<file path="config.mk">
export PLATFORM = sky130hd
export DESIGN_NAME = rtsc_top
export DESIGN_NICKNAME = d
export VERILOG_FILES = /design/src/core/rtsc_pkg.sv /design/src/core/rtsc_reg_if.sv /design/src/core/rtsc_field_reg.sv /design/src/core/rtsc_top.sv
export SDC_FILE = /design/constraint.sdc
export NUM_CORES = 1
export LEC_CHECK = 0
export BUFFER_PORTS_ARGS = -buffer_cell sky130_fd_sc_hd__buf_2
export CAP_MARGIN = 0
export CELL_PAD_IN_SITES_DETAIL_PLACEMENT = 0
export CELL_PAD_IN_SITES_GLOBAL_PLACEMENT = 2
export CORE_MARGIN = 2
export CORE_UTILIZATION = 21
export CTS_BUF_LIST = sky130_fd_sc_hd__clkbuf_8
export DETAILED_ROUTE_END_ITERATION = 16
export PLACE_DENSITY_LB_ADDON = 0.05
export SLEW_MARGIN = 20
export SYNTH_ARGS = -nofsm -noshare
export SYNTH_HDL_FRONTEND = slang
export SYNTH_SLANG_ARGS = --single-unit
</file>
<file path="constraint.sdc">
create_clock -name CLK -period 1.3 [get_ports CLK]
set_input_delay 0.13 -clock CLK [delete_from_list [all_inputs] [get_ports CLK]]
set_output_delay 0.13 -clock CLK [all_outputs]
set_load 0.01 [all_outputs]
</file>
<file path="src/core/rtsc_pkg.sv">
// Constants for the reference and temperature sensor control block.
// Assumes an 8-bit special-function register bus with address and page.
package rtsc_pkg;

    // ************************************************************
    // Register location
    // ************************************************************
    localparam logic [7:0] RTSC_REF_CTL_ADDR = 8'hd1;   // Register address
    localparam logic [7:0] RTSC_REF_CTL_PAGE = 8'h00;   // Register page
    localparam logic [7:0] RTSC_REF_CTL_RESET = 8'h00;  // Whole register reset

    // ************************************************************
    // Field positions
    // ************************************************************
    localparam int RTSC_BIT_BUF_EN = 0;     // reference_buffer_enable
    localparam int RTSC_BIT_BIAS_EN = 1;    // bias_generator_enable
    localparam int RTSC_BIT_TEMP_EN = 2;    // temp_sensor_enable
    localparam int RTSC_BIT_SRC_SEL = 3;    // reference_source_select
    localparam int RTSC_BIT_LEVEL = 4;      // reference_level_select
    localparam int RTSC_BIT_ZTC = 5;        // zero_tc_bias_force
    localparam int RTSC_CTL_W = 4;          // Writable low fields

    localparam logic [RTSC_CTL_W-1:0] RTSC_CTL_RESET = 4'h0;  // Writable fields reset

    // ************************************************************
    // Other encodings
    // ************************************************************
    localparam logic [5:0] RTSC_CH_TEMP = 6'h30;    // Channel code of the sensor
    localparam logic [1:0] RTSC_UNUSED_RD = 2'h0;   // Bits 7:6 read value
    localparam logic RTSC_SRC_PIN = 1'b0;           // Source select: reference pin
    localparam logic RTSC_SRC_SUPPLY = 1'b1;        // Source select: supply

endpackage : rtsc_pkg

</file>
<file path="src/core/rtsc_reg_if.sv">
// Carrier between the top module and the register storage.
// Assumes both ends run on the same clock.
`timescale 1ns/1ps
interface rtsc_reg_if;
    import rtsc_pkg::*;

    logic wr_en;                        // Write strobe, one cycle
    logic [7:0] wr_data;                // Write data from the bus
    logic [RTSC_CTL_W-1:0] ctl;         // Stored writable fields

    // Storage side
    modport store
    (
        input wr_en,
        input wr_data,
        output ctl
    );

    // Control side
    modport user
    (
        output wr_en,
        output wr_data,
        input ctl
    );

endinterface : rtsc_reg_if

</file>
<file path="src/core/rtsc_field_reg.sv">
// Storage of the writable fields of the reference control register.
// Assumes the write strobe is already decoded for address and page.
`timescale 1ns/1ps
module rtsc_field_reg
    import rtsc_pkg::*;
(
    // Clock and reset
    input wire logic CLK,
    input wire logic RESET,
    // Register carrier
    rtsc_reg_if.store regs
);

    // ************************************************************
    // Field storage
    // ************************************************************
    logic [RTSC_CTL_W-1:0] ctl_reg;     // Held fields
    logic [RTSC_CTL_W-1:0] ctl_next;    // Next value

    // Only the low writable bits are taken; upper bits are dropped here
    assign ctl_next = regs.wr_en ? regs.wr_data[RTSC_CTL_W-1:0] : ctl_reg;

    // Update on the write edge itself
    always_ff @(posedge CLK)
    begin
        if (RESET)
            ctl_reg <= RTSC_CTL_RESET;
        else
            ctl_reg <= ctl_next;
    end

    assign regs.ctl = ctl_reg;

endmodule : rtsc_field_reg

</file>
<file path="src/core/rtsc_top.sv">
// Reference multiplexer, reference buffer, bias and sensor enable control.
// Assumes a synchronous register bus and level status from neighbours.
//
// Behaviour
// - Source select 0 picks pin, 1 supply
// - Sensor powered only while enable bit set
// - Disabled sensor output high impedance, readings invalid
// - Bias on when ADC, sensor or oscillator on
// - Bias enable 1 forces bias on
// - Buffer enable drives reference onto pin
// - Level field reports 1.5 V or 2.20 V
// - Bits 7 and 6 read zero, ignore writes
// - Supply reference with ADC blocks open-drain pin
// - Register at 0xD1 page 0x00, resets zero
`timescale 1ns/1ps
module rtsc_top
    import rtsc_pkg::*;
(
    // Clock and reset
    input wire logic CLK,
    input wire logic RESET,
    // Special-function register bus
    input wire logic [7:0] SFR_ADDR,
    input wire logic [7:0] SFR_PAGE,
    input wire logic SFR_WR,
    input wire logic SFR_RD,
    input wire logic [7:0] SFR_WDATA,
    output logic [7:0] SFR_RDATA,
    // Status of neighbouring blocks
    input wire logic ADC_ENABLE,
    input wire logic OSC_ENABLE,
    input wire logic [5:0] ADC_CHANNEL_SELECT,
    input wire logic REF_LEVEL_SELECT,
    input wire logic ZERO_TC_BIAS_FORCE,
    // Analog controls
    output logic REF_SOURCE_SUPPLY,
    output logic TEMP_SENSOR_POWER,
    output logic TEMP_SENSOR_OUT_EN,
    output logic TEMP_SAMPLE_VALID,
    output logic BIAS_GEN_ON,
    output logic ZERO_TC_BIAS_ON,
    output logic REF_BUFFER_ON,
    output logic REF_PIN_OD_BLOCK
);

    // ************************************************************
    // Address decode
    // ************************************************************

    // Register hit for one address and page, shared by read and write
    function automatic logic rtsc_hit(input logic [7:0] addr, input logic [7:0] page);
        rtsc_hit = (addr == RTSC_REF_CTL_ADDR) && (page == RTSC_REF_CTL_PAGE);
    endfunction : rtsc_hit

    logic wr_hit;       // Write to this register
    logic rd_hit;       // Read of this register

    assign wr_hit = SFR_WR && rtsc_hit(SFR_ADDR, SFR_PAGE);
    assign rd_hit = SFR_RD && rtsc_hit(SFR_ADDR, SFR_PAGE);

    // ************************************************************
    // Field storage
    // ************************************************************
    rtsc_reg_if regs ();

    assign regs.wr_en = wr_hit;
    assign regs.wr_data = SFR_WDATA;

    rtsc_field_reg u_field_reg
    (
        .CLK(CLK),
        .RESET(RESET),
        .regs(regs)
    );

    // Named views of the stored fields
    logic buf_en;       // reference_buffer_enable
    logic bias_en;      // bias_generator_enable
    logic temp_en;      // temp_sensor_enable
    logic src_sel;      // reference_source_select

    assign buf_en = regs.ctl[RTSC_BIT_BUF_EN];
    assign bias_en = regs.ctl[RTSC_BIT_BIAS_EN];
    assign temp_en = regs.ctl[RTSC_BIT_TEMP_EN];
    assign src_sel = regs.ctl[RTSC_BIT_SRC_SEL];

    // ************************************************************
    // Read path
    // ************************************************************
    logic [7:0] rd_word;        // Assembled register image
    logic [7:0] rdata_next;     // Next read data

    // Read-only bits come live from hardware, so writes never touch them
    assign rd_word = {RTSC_UNUSED_RD, ZERO_TC_BIAS_FORCE, REF_LEVEL_SELECT,
                      regs.ctl};

    // Unselected reads return zero so a wired-OR read bus stays clean
    assign rdata_next = rd_hit ? rd_word : 8'h00;

    // ************************************************************
    // Control decode
    // ************************************************************
    logic bias_next;        // Main bias demand
    logic ztc_next;         // Zero-TC bias demand
    logic sample_next;      // Sensor channel gives a usable sample
    logic od_block_next;    // Shared pin may not be open-drain

    // Any dependent peripheral or the manual bit turns the bias on
    assign bias_next = bias_en || ADC_ENABLE || temp_en || OSC_ENABLE;

    // Oscillator wants this bias; software may force it for suspend
    assign ztc_next = ZERO_TC_BIAS_FORCE || OSC_ENABLE;

    // A conversion on the sensor channel is meaningful only when powered
    assign sample_next = temp_en && (ADC_CHANNEL_SELECT == RTSC_CH_TEMP);

    // The supply reference with the ADC on needs the pin kept off open-drain
    assign od_block_next = (src_sel == RTSC_SRC_SUPPLY) && ADC_ENABLE;

    // ************************************************************
    // Output registers
    // ************************************************************

    // All outputs are flops; they follow the fields one cycle later
    always_ff @(posedge CLK)
    begin
        if (RESET)
        begin
            SFR_RDATA <= RTSC_REF_CTL_RESET;
            REF_SOURCE_SUPPLY <= RTSC_SRC_PIN;
            TEMP_SENSOR_POWER <= 1'b0;
            TEMP_SENSOR_OUT_EN <= 1'b0;
            TEMP_SAMPLE_VALID <= 1'b0;
            BIAS_GEN_ON <= 1'b0;
            ZERO_TC_BIAS_ON <= 1'b0;
            REF_BUFFER_ON <= 1'b0;
            REF_PIN_OD_BLOCK <= 1'b0;
        end
        else
        begin
            SFR_RDATA <= rdata_next;
            REF_SOURCE_SUPPLY <= src_sel;
            TEMP_SENSOR_POWER <= temp_en;
            TEMP_SENSOR_OUT_EN <= temp_en;
            TEMP_SAMPLE_VALID <= sample_next;
            BIAS_GEN_ON <= bias_next;
            ZERO_TC_BIAS_ON <= ztc_next;
            REF_BUFFER_ON <= buf_en;
            REF_PIN_OD_BLOCK <= od_block_next;
        end
    end

    // ************************************************************
    // Checks
    // ************************************************************

    // A write to the register shows on the source output two edges later
    chk_source_follows_write: assert property (
        @(posedge CLK) disable iff (RESET)
        (wr_hit ##1 !wr_hit) |-> ##1 (REF_SOURCE_SUPPLY == $past(SFR_WDATA[RTSC_BIT_SRC_SEL], 2)))
        else $error("reference source does not follow written bit");

    // Sensor power follows its enable field; output enable matches power
    chk_sensor_power_hiz: assert property (
        @(posedge CLK) disable iff (RESET)
        (TEMP_SENSOR_POWER == $past(temp_en)) && (TEMP_SENSOR_POWER == TEMP_SENSOR_OUT_EN))
        else $error("sensor power or output enable wrong");

    // No valid sample while the sensor is unpowered
    chk_sample_needs_power: assert property (
        @(posedge CLK) disable iff (RESET)
        TEMP_SAMPLE_VALID |-> TEMP_SENSOR_POWER)
        else $error("sample valid while sensor off");

    // ADC enable turns the bias on one edge later
    chk_bias_auto_adc: assert property (
        @(posedge CLK) disable iff (RESET)
        ADC_ENABLE |=> BIAS_GEN_ON)
        else $error("bias off while ADC enabled");

    // Writing the manual bit forces bias on two edges later
    chk_bias_manual_force: assert property (
        @(posedge CLK) disable iff (RESET)
        (wr_hit && SFR_WDATA[RTSC_BIT_BIAS_EN]) ##1 !wr_hit |-> ##1 BIAS_GEN_ON)
        else $error("bias not forced by manual bit");

    // Bias off only when no demand existed one cycle before
    chk_bias_off_cause: assert property (
        @(posedge CLK) disable iff (RESET)
        !BIAS_GEN_ON |-> !$past(ADC_ENABLE) && !$past(OSC_ENABLE) && !$past(bias_en)
            && !$past(temp_en))
        else $error("bias off despite demand");

    // Buffer output comes on one cycle after its enable field rises
    chk_buffer_tracks: assert property (
        @(posedge CLK) disable iff (RESET)
        $rose(buf_en) |=> REF_BUFFER_ON)
        else $error("reference buffer not on after enable");

    // Read answer shows level and force bits and zeros in 7:6
    chk_read_image: assert property (
        @(posedge CLK) disable iff (RESET)
        rd_hit |=> (SFR_RDATA[7:6] == RTSC_UNUSED_RD)
            && (SFR_RDATA[RTSC_BIT_LEVEL] == $past(REF_LEVEL_SELECT))
            && (SFR_RDATA[RTSC_BIT_ZTC] == $past(ZERO_TC_BIAS_FORCE)))
        else $error("read image wrong in read-only bits");

    // Writable fields take the written value on the next edge
    chk_write_same_cycle: assert property (
        @(posedge CLK) disable iff (RESET)
        wr_hit |=> regs.ctl == $past(SFR_WDATA[RTSC_CTL_W-1:0]))
        else $error("fields not updated by write");

    // Writes elsewhere leave fields alone
    chk_decode_page: assert property (
        @(posedge CLK) disable iff (RESET)
        !wr_hit |=> $stable(regs.ctl))
        else $error("fields changed without a hit");

    // Open-drain block raised only by supply reference with ADC on
    chk_od_block_cause: assert property (
        @(posedge CLK) disable iff (RESET)
        REF_PIN_OD_BLOCK |-> $past(src_sel) && $past(ADC_ENABLE))
        else $error("open-drain block without cause");

    // After reset every writable field starts at zero and bias is off
    chk_reset_zero: assert property (
        @(posedge CLK)
        $fell(RESET) |-> (regs.ctl == RTSC_CTL_RESET) && !BIAS_GEN_ON)
        else $error("fields not zero after reset");

endmodule : rtsc_top

</file>
==> run metrics <==
sequential share of the synthesized area 51.3%; Final Hold Fails 0; path type of the worst setup path in -> reg; highest-count cells in the layout ignoring fill and taps sky130_fd_sc_hd__buf_2, sky130_fd_sc_hd__dfxtp_1, sky130_fd_sc_hd__and2_1, sky130_fd_sc_hd__nand3_1, sky130_fd_sc_hd__a21oi_1; mean number of vias per cell ~3.8; family of cells with the greatest summed delay on the critical path simple AND/OR/NAND/NOR gates; Critical Path Source Type input port; total power divided by cell area slightly above 1000 mW/mm2; largest net degree at the start of global routing 11; number of setup violations in the final report 0; CTS Hold Buffers Added 0; type of destination of the critical path flop; aggregate global routing overflow 0; number of top-level pins 54; Crit Path Max Fanout 6; Period minus WS final around 1.0 ns; initial antenna violation count 0; cell area reported after detailed placement 938 um2; die area approximately 0.0036 mm2; Post-CTS Setup Repair Bufs 0; antenna diode instance count 0; Placer Congestion between 0.6 and 0.7; Site Rows 20; VDD IR max 0.000506 V; deepest clock path buffer count 2; net count reported at finish 146; Highest Clock Rate 0.961 GHz; Post-Synthesis Mean Instance Area 11.4 um2; area inside the core boundary 0.00303 mm2; RSZ-0062 raised after global routing no; Worst Clk Skew 0.00181 ns; final setup slack of the worst path 0.259 ns; number of violations reported at the end of detailed-routing iteration 0 15; overall global routing resource usage 8.96%; number of instances resized during post-cts repair 0; iteration count of the initial detailed-routing pass 4; TritonCTS Buffers 3; setup slack at placement -0.0382 ns; arrival time of the worst setup path 1.23 ns; Final Routed Wirelength between 1 and 1.5 mm; leakage power 0.000482 uW; Num Clock Sinks 17; synthesized netlist cell count 58; Max Cap Viol 0; cell area after layout 985 um2; Starting Density between 20 and 25%; H-tree depth 1; clock latency reported for the late side of the worst-skew pair around 0.25 ns; Die Span Y 60.2 um; CP Buf/Inv Count 1; clock edge transition at the registers on the reported setup and hold paths 0.06 ns; global-route wire length before repair approximately 2.2 mm; port bufs 47; average routed wire per standard cell between 9 and 10 um; number of flip-flops in the largest register 6; post-synth cell types 21; fraction of final layout cells with drive strength greater than 1 between 50% and 60%; TritonCTS clock tree built; share of the cycle needed by the critical path after routing 80.1%; DRC errors left 0; area grow syn2layout 48.5%; total number of vias 569; required time of the critical path 1.49 ns; type of the tightest min-delay check in -> reg; Final ANT Viol Nets 0; outcome complete, no violations; fill count 329; max-slew violation total from the final report 0; via count of the first global-routing pass ~500; Root Driver sky130_fd_sc_hd__clkbuf_8; most frequent standard cell in the layout excluding fill and tap cells sky130_fd_sc_hd__buf_2; dpl hpwl around 1.2 mm; final core utilization between 30% and 40%; Post-Syn Area 663 um2; total of flip-flops plus latches after synthesis 17; series of cell instances along the critical path buf_2, nor4b_4, nand4_4, nor3b_4, and2_1; width of the chip approximately 60 um; number of synthesis warnings 0; Crit path largest cell delay approximately 0.34 ns; Slowest-stage cell, CP sky130_fd_sc_hd__nor4b_4
cells in the mapped netlist:
library cell | instances | share of area (%)
sky130_fd_sc_hd__nor4_1 | 1 | 0.94
sky130_fd_sc_hd__and2_1 | 7 | 6.6
sky130_fd_sc_hd__nor2_1 | 3 | 1.7
sky130_fd_sc_hd__nand4_4 | 1 | 3.2
sky130_fd_sc_hd__nand3_1 | 4 | 3.0
sky130_fd_sc_hd__dfxtp_1 | 17 | 51
sky130_fd_sc_hd__nor4b_4 | 2 | 7.2
sky130_fd_sc_hd__buf_4 | 3 | 3.4
sky130_fd_sc_hd__a21oi_1 | 4 | 3.0
sky130_fd_sc_hd__nor3b_4 | 1 | 2.8
sky130_fd_sc_hd__nor4_4 | 1 | 3.2
sky130_fd_sc_hd__and4_1 | 1 | 1.3
sky130_fd_sc_hd__nor4b_1 | 1 | 1.3
sky130_fd_sc_hd__and4b_1 | 1 | 1.5
sky130_fd_sc_hd__and4bb_1 | 1 | 1.9
sky130_fd_sc_hd__conb_1 | 1 | 0.57
sky130_fd_sc_hd__inv_1 | 1 | 0.57
sky130_fd_sc_hd__nor2b_1 | 3 | 2.8
sky130_fd_sc_hd__clkbuf_1 | 1 | 0.57
sky130_fd_sc_hd__o21ai_1 | 2 | 1.5
sky130_fd_sc_hd__o21ai_0 | 2 | 1.5
logic make-up after synthesis:
| logic type | count (synthesis) | share of synthesized area, % |
|---|---|---|
| and+or+nand+nor | 27 | 37.5 |
| DFF | 17 | 51.3 |
| AOI/OAI and AO/OA | 8 | 6.04 |
| buffers and inverters | 5 | 4.53 |
| other | 1 | 0.565 |
report_power, final:
| part | leakage (uW) | switching (uW) | internal [uW] |
|---|---|---|---|
| clock network | 0.0000255 | 172 | 212 |
| logic | 0.000319 | 41.1 | 49.9 |
| registers | 0.000138 | 0.614 | 525 |
| total | 0.000482 | 214 | 787 |
layer usage:
metal | vias up | wire length (um) | GRT usage, %
met5 | - | 0 | 0
met4 | 0 | 0 | 2.86
met3 | 0 | 131 | 5.63
met2 | 26 | 667 | 13.5
met1 | 246 | 653 | 10.4
li1 | 297 | - | -
per-stage QoR:
stage	std cells	hold WS, ns	total power (uW)	setup TNS [ns]
after CTS	151	0.0731	1020	0
after floorplan	59	0.246	569	0
final	151	0.0803	1000	0
after global placement	147	0.337	628	-0.138
after global routing	151	0.0801	1070	0
after detailed placement	147	0.338	630	-0.191
area by class of cell:
class	instances	area, um2	area share [%]
inverter	1	3.75	0.381
multi-input combinational	37	297	30.1
timing repair buffer	48	243	24.7
clock buffer	3	41.3	4.19
sequential	17	340	34.6
clock inverter	1	5.00	0.508
tap	44	55.1	5.59
path summary, 6_finish.rpt:
path | from | endpoint | slack [ns] | cells past startpoint
setup / recovery | SFR_ADDR[2] | SFR_RDATA[3]$_SDFF_PP0_ | 0.26 | 5
hold / removal | REF_LEVEL_SELECT | SFR_RDATA[4]$_SDFF_PP0_ | 0.08 | 2
setup reg to reg | u_field_reg.regs.ctl[2]$_SDFFE_PP0P_ | TEMP_SAMPLE_VALID$_SDFF_PP0_ | 0.51 | 2
hold reg to reg | u_field_reg.regs.ctl[0]$_SDFFE_PP0P_ | SFR_RDATA[0]$_SDFF_PP0_ | 0.48 | 1
No activity file was read; power rests on OpenSTA's default activity.
